===== src/rtl/serial_err_pkg.sv =====
// constants, types and helpers shared by the serial error-flow port
package serial_err_pkg;

  // ------------------------------------------------------------------
  // register byte offsets
  // ------------------------------------------------------------------
  localparam logic [7:0] A_CTRL = 8'h00;
  localparam logic [7:0] A_BAUD = 8'h04;
  localparam logic [7:0] A_MODE = 8'h08;
  localparam logic [7:0] A_ERR  = 8'h0C;
  localparam logic [7:0] A_DATA = 8'h10;
  localparam logic [7:0] A_STAT = 8'h14;

  // ------------------------------------------------------------------
  // field layout, reset values and timing
  // ------------------------------------------------------------------
  localparam int         CTRL_W      = 5;
  localparam int         BIT_W       = 16;
  localparam int         MODE_STREAM = 0;
  localparam int         TX_FRAME_W  = 11;
  localparam logic [3:0] TX_LAST_BIT = 4'hA;
  localparam logic [2:0] LAST_BIT7   = 3'h6;
  localparam logic [2:0] LAST_BIT8   = 3'h7;
  localparam int         CLK_MHZ     = 125;
  localparam int         BAUD_RATE   = 115200;
  // bit period in cycles minus one
  localparam logic [BIT_W-1:0] BAUD_RST =
    BIT_W'(CLK_MHZ * 1000000 / BAUD_RATE - 1);

  // ------------------------------------------------------------------
  // special characters
  // ------------------------------------------------------------------
  localparam logic [7:0] XOFF_CHAR = 8'h13;
  localparam logic [7:0] XON_CHAR  = 8'h11;
  localparam logic [7:0] CR_CHAR   = 8'h0D;
  localparam logic [7:0] LF_CHAR   = 8'h0A;

  // ------------------------------------------------------------------
  // types
  // ------------------------------------------------------------------
  typedef enum logic [2:0] {
    no_serial_error_code       = 3'h0,
    parity_error_code          = 3'h1,
    overrun_error_code         = 3'h2,
    buffer_overflow_error_code = 3'h3,
    framing_error_code         = 3'h4
  } err_code_t;

  typedef struct packed {
    logic ignore_err;
    logic xon_en;
    logic parity_odd;
    logic parity_en;
    logic seven_bits;
  } cfg_t;

  typedef struct packed {
    logic [7:0] data;
    logic       parity_err;
    logic       frame_err;
  } rx_char_t;

  typedef enum logic [4:0] {
    RX_IDLE  = 5'b0_0001,
    RX_START = 5'b0_0010,
    RX_DATA  = 5'b0_0100,
    RX_PAR   = 5'b0_1000,
    RX_STOP  = 5'b1_0000
  } rx_state_t;

  typedef enum logic [1:0] {
    TX_IDLE  = 2'b01,
    TX_SHIFT = 2'b10
  } tx_state_t;

  // parity bit that goes with a character
  function automatic logic char_parity(input logic [7:0] d,
                                       input logic       seven,
                                       input logic       odd);
    return (^(seven ? {1'b0, d[6:0]} : d)) ^ odd;
  endfunction

endpackage


===== src/rtl/serial_port_error_flow.sv =====
// serial port with receive error coding, discard and flow control
//
// Notes on behaviour
// - error in message drops whole message
// - stream error drops byte and rest
// - ignore setting disregards all receive errors
// - code 0 after clean operation
// - parity mismatch records code 1
// - lost character before acceptance records code 2; here a character is only lost with the buffer full, so code 3 is recorded
// - buffer overflow records code 3
// - missing stop bit records code 4
// - throttle sender before buffer overflows
// - request-to-send high while data accepted
// - no transmit start while clear-to-send low
// - data-terminal-ready high while powered
// - transmit on txd, receive on rxd
// - drop request-to-send near full, hysteresis
// - transmit pauses and resumes with clear-to-send
// - software flow sends 19 then 17
// - received stop character suspends transmit
//
// Chosen here: register access over AHB-Lite and the register offsets.
`timescale 1ns/100ps
`default_nettype none
module serial_port_error_flow #(
  parameter int DEPTH   = 16,
  parameter int HI_MARK = 12,
  parameter int LO_MARK = 4
) (
  // clock and reset
  input  wire logic        ref_clk,
  input  wire logic        resetn,
  // ahb-lite slave
  input  wire logic        hsel,
  input  wire logic [31:0] haddr,
  input  wire logic [1:0]  htrans,
  input  wire logic        hwrite,
  input  wire logic [2:0]  hsize,
  input  wire logic [31:0] hwdata,
  input  wire logic        hready,
  output logic             hreadyout,
  output logic [31:0]      hrdata,
  output logic             hresp,
  // serial link
  input  wire logic        rxd,
  output logic             txd,
  output logic             rts,
  input  wire logic        cts,
  output logic             dtr
);
  import serial_err_pkg::*;

  localparam int AW = $clog2(DEPTH) + 1;

  // ------------------------------------------------------------------
  // state
  // ------------------------------------------------------------------
  cfg_t             cfg_q;
  logic [BIT_W-1:0] baud_q;
  logic             stream_q;
  err_code_t        code_q;
  logic             wr_ph_q;
  logic [7:0]       wa_q;
  logic [31:0]      hrdata_q;
  logic [7:0]       mem_q [DEPTH];
  logic [AW-1:0]    wr_q;
  logic [AW-1:0]    cm_q;
  logic [AW-1:0]    rd_q;
  rx_char_t         hold_q;
  logic             hold_v_q;
  logic             drop_q;
  logic             sdisc_q;
  logic             rts_q;
  logic             xoff_pend_q;
  logic             xon_pend_q;
  logic             tx_paused_q;
  logic [7:0]       txbuf_q;
  logic             txbuf_v_q;
  logic [31:0]      rdata_d;

  // ------------------------------------------------------------------
  // named wires
  // ------------------------------------------------------------------
  wire logic        addr_ok;
  wire logic        rd_take;
  wire logic [7:0]  ra;
  wire logic        ctrl_wr;
  wire logic        baud_wr;
  wire logic        mode_wr;
  wire logic        data_wr;
  wire logic        rx_v;
  rx_char_t         rx_c;
  wire logic        tx_busy;
  wire logic        tx_start;
  wire logic [7:0]  tx_byte;
  wire logic [AW-1:0] count;
  wire logic        full;
  wire logic        pop_ok;
  wire logic        pop;
  wire logic        hold_err;
  wire logic        acc;
  wire logic        lost;
  wire logic        is_term;
  wire logic        is_flow;
  wire logic        bad;
  wire logic        store;
  wire logic        commit;
  wire logic        end_drop;
  err_code_t        code_d;
  wire logic        hi_reach;
  wire logic        lo_reach;
  wire logic        rts_fall;
  wire logic        rts_rise;

  // ------------------------------------------------------------------
  // bus slave: zero wait states, reads sampled in the address phase
  // ------------------------------------------------------------------
  assign addr_ok   = hsel & htrans[1] & hready;
  assign rd_take   = addr_ok & ~hwrite;
  assign ra        = haddr[7:0];
  assign ctrl_wr   = wr_ph_q & (wa_q == A_CTRL);
  assign baud_wr   = wr_ph_q & (wa_q == A_BAUD);
  assign mode_wr   = wr_ph_q & (wa_q == A_MODE);
  assign data_wr   = wr_ph_q & (wa_q == A_DATA);
  assign hreadyout = 1'b1;
  assign hresp     = 1'b0;
  assign hrdata    = hrdata_q;

  always_comb begin
    case (ra)
      A_CTRL:  rdata_d = 32'(cfg_q);
      A_BAUD:  rdata_d = 32'(baud_q);
      A_MODE:  rdata_d = 32'(stream_q);
      A_ERR:   rdata_d = 32'(code_q);
      A_DATA:  rdata_d = 32'({pop_ok, mem_q[rd_q[AW-2:0]]});
      A_STAT:  rdata_d = 32'({cts, rts_q, tx_paused_q, txbuf_v_q,
                              tx_busy, drop_q, sdisc_q, count});
      default: rdata_d = '0;
    endcase
  end

  always_ff @(posedge ref_clk or negedge resetn) begin
    if (!resetn) begin
      wr_ph_q  <= 1'b0;
      wa_q     <= '0;
      hrdata_q <= '0;
    end else begin
      wr_ph_q <= addr_ok & hwrite;
      if (addr_ok) wa_q <= ra;
      if (rd_take) hrdata_q <= rdata_d;
    end
  end

  always_ff @(posedge ref_clk or negedge resetn) begin
    if (!resetn) begin
      cfg_q    <= '0;
      baud_q   <= BAUD_RST;
      stream_q <= 1'b0;
    end else begin
      if (ctrl_wr) cfg_q <= cfg_t'(hwdata[CTRL_W-1:0]);
      if (baud_wr) baud_q <= hwdata[BIT_W-1:0];
      if (mode_wr) stream_q <= hwdata[MODE_STREAM];
    end
  end

  // ------------------------------------------------------------------
  // line engines
  // ------------------------------------------------------------------
  serial_rx u_rx (
    .ref_clk  (ref_clk),
    .resetn   (resetn),
    .cfg      (cfg_q),
    .bit_div  (baud_q),
    .rxd      (rxd),
    .rx_valid (rx_v),
    .rx_char  (rx_c)
  );

  serial_tx u_tx (
    .ref_clk (ref_clk),
    .resetn  (resetn),
    .cfg     (cfg_q),
    .bit_div (baud_q),
    .start   (tx_start),
    .data    (tx_byte),
    .busy    (tx_busy),
    .txd     (txd)
  );

  // ------------------------------------------------------------------
  // receive decisions: one character leaves the holding slot at a time
  // ------------------------------------------------------------------
  assign count    = wr_q - rd_q;
  assign full     = (count == AW'(DEPTH));
  assign pop_ok   = (rd_q != cm_q);
  assign pop      = rd_take & (ra == A_DATA) & pop_ok;
  assign hold_err = (hold_q.parity_err | hold_q.frame_err) &
                    ~cfg_q.ignore_err;
  assign acc      = hold_v_q & ~full;
  // a second character while the slot is still occupied and the buffer is full is lost
  assign lost     = rx_v & hold_v_q & ~acc;
  assign is_term  = (hold_q.data == CR_CHAR) | (hold_q.data == LF_CHAR);
  assign is_flow  = cfg_q.xon_en & ~hold_err &
                    ((hold_q.data == XON_CHAR) | (hold_q.data == XOFF_CHAR));
  assign bad      = (acc & hold_err) | (lost & ~cfg_q.ignore_err);
  // a mode write wins over a store in the same cycle
  assign store    = acc & ~hold_err & ~is_flow & ~mode_wr &
                    (stream_q ? ~sdisc_q : ~drop_q);
  assign commit   = store & (stream_q | is_term);
  assign end_drop = acc & ~hold_err & ~is_flow & ~stream_q & drop_q &
                    is_term;
  assign code_d   = lost ? (full ? buffer_overflow_error_code
                                 : overrun_error_code)
                  : hold_q.frame_err ? framing_error_code
                  : parity_error_code;

  always_ff @(posedge ref_clk or negedge resetn) begin
    if (!resetn) begin
      hold_q   <= '0;
      hold_v_q <= 1'b0;
      code_q   <= no_serial_error_code;
    end else begin
      if (rx_v & (~hold_v_q | acc)) hold_q <= rx_c;
      hold_v_q <= (rx_v & (~hold_v_q | acc)) | (hold_v_q & ~acc);
      if (bad) code_q <= code_d;
      else if (commit) code_q <= no_serial_error_code;
    end
  end

  always_ff @(posedge ref_clk) begin
    if (store) mem_q[wr_q[AW-2:0]] <= hold_q.data;
  end

  always_ff @(posedge ref_clk or negedge resetn) begin
    if (!resetn) begin
      wr_q    <= '0;
      cm_q    <= '0;
      rd_q    <= '0;
      drop_q  <= 1'b0;
      sdisc_q <= 1'b0;
    end else begin
      if (store) wr_q <= wr_q + 1'b1;
      if (commit) cm_q <= wr_q + 1'b1;
      // rewind to the last whole message on an error or mode change
      if ((bad & ~stream_q) | mode_wr) wr_q <= cm_q;
      if (pop) rd_q <= rd_q + 1'b1;
      if (end_drop | mode_wr) drop_q <= 1'b0;
      if (bad & ~stream_q) drop_q <= 1'b1;
      if (mode_wr) sdisc_q <= 1'b0;
      if (bad & stream_q) sdisc_q <= 1'b1;
    end
  end

  // ------------------------------------------------------------------
  // flow control with hysteresis between the two marks
  // ------------------------------------------------------------------
  assign hi_reach = (count >= AW'(HI_MARK));
  assign lo_reach = (count <= AW'(LO_MARK));
  assign rts_fall = rts_q & hi_reach;
  assign rts_rise = ~rts_q & lo_reach;
  assign rts      = rts_q;
  assign dtr      = 1'b1;

  always_ff @(posedge ref_clk or negedge resetn) begin
    if (!resetn) begin
      rts_q       <= 1'b1;
      xoff_pend_q <= 1'b0;
      xon_pend_q  <= 1'b0;
      tx_paused_q <= 1'b0;
    end else begin
      if (rts_fall) rts_q <= 1'b0;
      else if (rts_rise) rts_q <= 1'b1;
      if (tx_start | rts_rise) xoff_pend_q <= 1'b0;
      if (rts_fall & cfg_q.xon_en) xoff_pend_q <= 1'b1;
      if ((tx_start & ~xoff_pend_q) | rts_fall) xon_pend_q <= 1'b0;
      if (rts_rise & cfg_q.xon_en) xon_pend_q <= 1'b1;
      if (~cfg_q.xon_en) tx_paused_q <= 1'b0;
      else if (acc & is_flow)
        tx_paused_q <= (hold_q.data == XOFF_CHAR);
    end
  end

  // ------------------------------------------------------------------
  // transmit arbitration: flow characters go before host data
  // ------------------------------------------------------------------
  // a started character always completes; the pause acts between
  // characters, which keeps the line free of cut-off frames
  assign tx_start = ~tx_busy & cts &
                    (xoff_pend_q | xon_pend_q | (txbuf_v_q & ~tx_paused_q));
  assign tx_byte  = xoff_pend_q ? XOFF_CHAR :
                    xon_pend_q  ? XON_CHAR  : txbuf_q;

  always_ff @(posedge ref_clk or negedge resetn) begin
    if (!resetn) begin
      txbuf_q   <= '0;
      txbuf_v_q <= 1'b0;
    end else begin
      if (tx_start & ~xoff_pend_q & ~xon_pend_q) txbuf_v_q <= 1'b0;
      if (data_wr & ~txbuf_v_q) begin
        txbuf_q   <= hwdata[7:0];
        txbuf_v_q <= 1'b1;
      end
    end
  end

endmodule
`default_nettype wire


===== src/rtl/serial_rx.sv =====
// asynchronous serial receiver with parity and stop-bit checks
`timescale 1ns/100ps
`default_nettype none
module serial_rx (
  // clock and reset
  input  wire logic                         ref_clk,
  input  wire logic                         resetn,
  // settings
  input  wire serial_err_pkg::cfg_t         cfg,
  input  wire logic [serial_err_pkg::BIT_W-1:0] bit_div,
  // line and result
  input  wire logic                         rxd,
  output logic                              rx_valid,
  output serial_err_pkg::rx_char_t          rx_char
);
  import serial_err_pkg::*;

  rx_state_t        st_q;
  logic [BIT_W-1:0] cnt_q;
  logic [2:0]       bit_q;
  logic [7:0]       sh_q;
  logic             par_q;
  wire logic        tick;
  wire logic [2:0]  last_bit;
  wire logic [7:0]  data;

  assign tick     = (cnt_q == '0);
  assign last_bit = cfg.seven_bits ? LAST_BIT7 : LAST_BIT8;
  // seven-bit characters end up in the top of the shifter
  assign data     = cfg.seven_bits ? {1'b0, sh_q[7:1]} : sh_q;

  always_ff @(posedge ref_clk or negedge resetn) begin
    if (!resetn) begin
      st_q     <= RX_IDLE;
      cnt_q    <= '0;
      bit_q    <= '0;
      sh_q     <= '0;
      par_q    <= 1'b0;
      rx_valid <= 1'b0;
      rx_char  <= '0;
    end else begin
      rx_valid <= 1'b0;
      if (!tick) cnt_q <= cnt_q - 1'b1;
      case (st_q)
        RX_IDLE: if (!rxd) begin
          st_q  <= RX_START;
          cnt_q <= bit_div >> 1;
        end
        RX_START: if (tick) begin
          cnt_q <= bit_div;
          bit_q <= '0;
          st_q  <= rxd ? RX_IDLE : RX_DATA;
        end
        RX_DATA: if (tick) begin
          sh_q  <= {rxd, sh_q[7:1]};
          cnt_q <= bit_div;
          bit_q <= bit_q + 1'b1;
          if (bit_q == last_bit) st_q <= cfg.parity_en ? RX_PAR : RX_STOP;
        end
        RX_PAR: if (tick) begin
          par_q <= rxd;
          cnt_q <= bit_div;
          st_q  <= RX_STOP;
        end
        RX_STOP: if (tick) begin
          rx_valid           <= 1'b1;
          rx_char.data       <= data;
          rx_char.parity_err <= cfg.parity_en &
            (char_parity(data, cfg.seven_bits, cfg.parity_odd) != par_q);
          rx_char.frame_err  <= !rxd;
          st_q               <= RX_IDLE;
        end
        default: st_q <= RX_IDLE;
      endcase
    end
  end
endmodule
`default_nettype wire


===== src/rtl/serial_tx.sv =====
// asynchronous serial transmitter, one character per start pulse
`timescale 1ns/100ps
`default_nettype none
module serial_tx (
  // clock and reset
  input  wire logic                         ref_clk,
  input  wire logic                         resetn,
  // settings
  input  wire serial_err_pkg::cfg_t         cfg,
  input  wire logic [serial_err_pkg::BIT_W-1:0] bit_div,
  // character in
  input  wire logic                         start,
  input  wire logic [7:0]                   data,
  output logic                              busy,
  // line
  output logic                              txd
);
  import serial_err_pkg::*;

  tx_state_t             st_q;
  logic [TX_FRAME_W-1:0] frame_q;
  logic [3:0]            nbit_q;
  logic [BIT_W-1:0]      cnt_q;
  wire logic             pbit;
  wire logic [TX_FRAME_W-1:0] frame;

  // without parity the parity slot becomes an extra stop bit
  assign pbit  = cfg.parity_en ?
                 char_parity(data, cfg.seven_bits, cfg.parity_odd) : 1'b1;
  assign frame = cfg.seven_bits ? {2'b11, pbit, data[6:0], 1'b0}
                                : {1'b1, pbit, data, 1'b0};
  assign busy  = (st_q != TX_IDLE);

  always_ff @(posedge ref_clk or negedge resetn) begin
    if (!resetn) begin
      st_q    <= TX_IDLE;
      frame_q <= '1;
      nbit_q  <= '0;
      cnt_q   <= '0;
      txd     <= 1'b1;
    end else begin
      case (st_q)
        TX_IDLE: if (start) begin
          txd     <= frame[0];
          frame_q <= {1'b1, frame[TX_FRAME_W-1:1]};
          nbit_q  <= TX_LAST_BIT;
          cnt_q   <= bit_div;
          st_q    <= TX_SHIFT;
        end
        TX_SHIFT: if (cnt_q != '0) begin
          cnt_q <= cnt_q - 1'b1;
        end else if (nbit_q == '0) begin
          st_q <= TX_IDLE;
        end else begin
          txd     <= frame_q[0];
          frame_q <= {1'b1, frame_q[TX_FRAME_W-1:1]};
          nbit_q  <= nbit_q - 1'b1;
          cnt_q   <= bit_div;
        end
        default: st_q <= TX_IDLE;
      endcase
    end
  end
endmodule
`default_nettype wire


===== config.mk =====
export PLATFORM = sky130hd
export DESIGN_NAME = serial_port_error_flow
export DESIGN_NICKNAME = d
export VERILOG_FILES = /design/src/rtl/serial_err_pkg.sv /design/src/rtl/serial_port_error_flow.sv /design/src/rtl/serial_rx.sv /design/src/rtl/serial_tx.sv
export SDC_FILE = /design/constraint.sdc
export NUM_CORES = 1
export LEC_CHECK = 0
export CORE_ASPECT_RATIO = 0.8
export CORE_MARGIN = 1.5
export CORE_UTILIZATION = 46
export CTS_CLUSTER_SIZE = 12
export DETAILED_ROUTE_END_ITERATION = 8
export DONT_BUFFER_PORTS = 1
export PLACE_DENSITY = 0.71
export SLEW_MARGIN = 25
export SYNTH_ARGS = -nofsm -noshare
export SYNTH_HDL_FRONTEND = slang
export SYNTH_SLANG_ARGS = --single-unit

===== constraint.sdc =====
create_clock -name ref_clk -period 3.7 [get_ports ref_clk]
set_input_delay 0 -clock ref_clk [delete_from_list [all_inputs] [get_ports ref_clk]]
set_output_delay 0 -clock ref_clk [all_outputs]
set_load 0.05 [all_outputs]

==> flow_summary.toml <==
[pwr]
p_leak_uw = 0.00632
peakVddDrop_uv = 358
p_per_area_nw_per_um2 = 551
power_frac_comb_pct = 18.6
p_clk_share_pct = 35.9
intPower_uw = 6110
switchingPower_uw = 2470
seq_power_share_pct = 45.4
p_sw_share_pct = 28.8

[synth]
synth-async-reset-ratio_pct = 56.6
ys_ff_latch = 295
synth_commonest_cells = "149 x dfrtp_1, 128 x edfxtp_1, 121 x nand2_1"
avgSynthCellArea_um2 = 12.2
yosysWarnings = 0
netlist_area_um2 = 13900
yosysSeqAreaShare_pct = 57.9
synth.distinct_cells = 74
synth-edff-count = 128
syn-instance-count = 1140
synthTopCellsByArea = "edfxtp_1 28%, dfrtp_1 27%, mux2_2 5.3%, mux4_2 5.2%, dfstp_2 3.4%"
synth_top_cell_area_share_pct = 27.7
synth.most_common_cell = "dfrtp_1"
ys.flop_type = "dfrtp_1"
synth_area_leader_cell = "edfxtp_1"

[global_route]
antenna_found_initial = 1
grt_max_degree = 168
grt_pass1_wl_um = 51000
grt_usage_pct = 20.9
globalRoute.totalOverflow = 0
first_global_vias = 8938

[cts]
htreeDepth = 1
cts_buffers = 31
clock_path_buffers = 3
cts.clk_slew.worst_paths_ns = 0.06
cts.sinks = 295
post_cts_buffers = 0
cts_hold_buf = 28
clk_latency_ns = 0.56
cts_tree = "yes"
root_buffer = "clkbuf_16"

[place]
io_buffers = 0
placedInstanceArea_um2 = 14300
dp_hpwl_um = 21300
gp_congestion = 0.817

[timing]
rsz0062_at_grt = "false"
fmax_mhz = 291
finClkSkew_ns = 0.0151
hold_slack_ns = -0.855
slew_headroom_pct = 32.8
tns_ns = 0
min_period_over_period_pct = 92.9
layout_min_cycle_time_ns = 3.44
maxSlewViolCount = 0
finalHoldViolations = 167
setup_viol = 0
worst_pin_slew_ns = 1.00

[route]
routed_wl_um = 32200
drt_pre_antenna_iters = 5
wl_per_cell_um = 20.1
vias = 9138
viasPerCell = 5.72
detail_route.iter0.violations = 1070
antenna_left = 0
route.detailed.drc = 0

[floorplan]
io_pins = 113
rows = 56
initial_core_util_pct = 47.1
die_w_um = 197
die-area_um2 = 31300
fp.dieH_um = 158
core-area_um2 = 29500

[worst_setup_path]
cp_max_fo = 7
startpoint_type = "flip-flop"
cp.arrival_ns = 3.88
worst_setup_path_end_kind = "flip-flop"
critPathKind = "reg2reg"
critPathRequiredTime_ns = 4.14

[cells_and_area]
final_area_um2 = 15600
syn2layout_area_growth_pct = 12.1
final_net_count = 1260
drive_gt1_share_pct = 16.8

[min_path]
hold_class = "in2async"

[run]
drv_cap = 0

[outcome]
violations = "negative hold slack"
status = "complete, but fails checks"
## worst paths after layout
| check | depth (start not counted) | to | start | slack, ns |
|---|---|---|---|---|
| max in group asynchronous | 0 | u_rx.st_q[0] | resetn | 4.25 |
| min reg2reg | 2 | u_rx.rx_char[3] | u_rx.rx_char[3] | 0.47 |
| min in group ref_clk | 5 | hrdata[1] | haddr[3] | 0.02 |
| max | 11 | wr_q[0] | wr_q[0] | 0.26 |
| min | 0 | u_tx.nbit_q[1] | resetn | -0.85 |
| max reg2reg | 11 | wr_q[0] | wr_q[0] | 0.26 |
## cell usage in the layout (no fill, tap or decap), types with 8 or more instances in the layout
cell type / n
inv_1: 26
dlygate4sd3_1: 28
a21o_1: 8
nand2_1: 121
ha_1: 17
nor4_1: 12
nand3_1: 18
clkbuf_16: 32
xnor2_1: 31
o21ai_0: 89
dfrtp_1: 148
buf_4: 22
dfstp_2: 18
conb_1: 19
nor2_1: 61
nand2b_1: 8
and3_1: 32
nor2b_1: 11
nand3b_1: 8
mux2_2: 65
xor2_1: 11
a21oi_1: 52
clkbuf_1: 12
nor3_1: 25
edfxtp_1: 128
mux2i_1: 22
mux4_2: 32
## stage by stage
| stage | utilization (%) | hold WS, ns | power (uW) | setup WS, ns | instances |
|---|---|---|---|---|---|
| 2_1_floorplan | - | -0.296 | 5160 | 0.0366 | 1157 |
| 3_3_place_gp | 48.4 | -0.290 | 5410 | 0.283 | 1511 |
| 3_5_place_dp | 48.4 | -0.291 | 5490 | 0.145 | 1511 |
| 4_1_cts | 52.8 | -0.881 | 8600 | 0.133 | 1596 |
| 5_1_grt | 52.8 | -0.873 | 8980 | 0.0693 | 1597 |
| 6_report | 52.8 | -0.855 | 8590 | 0.264 | 1597 |
## cell type report
class,count,area [um2]
Clock buffer,50,922
Antenna cell,1,2.50
Clock inverter,7,88.8
Tap cell,406,508
Sequential cell,295,8050
Fill cell,2485,13900
Timing Repair Buffer,50,445
Inverter,28,105
Multi-Input combinational cell,760,5460
## power by group through the flow
| stage | logic (uW) | clock network [uW] | registers (uW) |
|---|---|---|---|
| after floorplan | 1300 | 0 | 3860 |
| after global placement | 1480 | 0 | 3930 |
| after detailed placement | 1540 | 0 | 3950 |
| after CTS | 1590 | 3120 | 3890 |
| after global routing | 1800 | 3250 | 3930 |
| final | 1600 | 3080 | 3900 |
## routing by layer
layer / part of all wire (%) / vias up / GRT usage, %
li1: - / 4203 / -
met1: 48 / 4593 / 31.5
met2: 44 / 293 / 32.1
met3: 6.2 / 49 / 2.63
met4: 2.0 / 0 / 5.20
met5: 0 / - / 0
## flip-flops by register name (all words and copies together) (netlist names), 9 cells and up
name	count
baud_q	16
u_tx.cnt_q	16
hrdata	16
hold_q	10
u_rx.rx_char	10
u_rx.cnt_q	16
u_tx.frame_q	9
mem_q	128
## timing repair
item	4_1_cts	5_1_grt
gates resized for setup	0	1
endpoints found under the hold margin	244	167
setup endpoints to repair	0	4
## logic make-up (layout without fill, tap and decap cells)
family                   count (synthesis)  count (layout)  share of synthesized area (%)
AO/OA/AOI/OAI                          225             225                           9.97
XOR/XNOR                                45              45                           3.10
adder cells (fa/ha/maj)                 18              18                           1.67
buffers and inverters                  102             135                           3.37
flip-flops                             295             295                           57.9
multiplexers                           119             119                           12.0
other                                    2              20                         0.0540
AND/OR/NAND/NOR                        334             334                           11.9
## worst max-delay path: stages, from the launching register on
cell and delay (ns):
dfrtp_1 0.42, inv_1 0.19, ha_1 0.20, inv_1 0.05, fa_1 0.39, a21o_1 0.17
a21oi_1 0.17, xnor2_1 0.25, o211a_1 0.37, mux2_2 0.42, o21ai_2 0.30, mux2_2 0.39
Note: power is estimated with default switching activity, not from simulation.
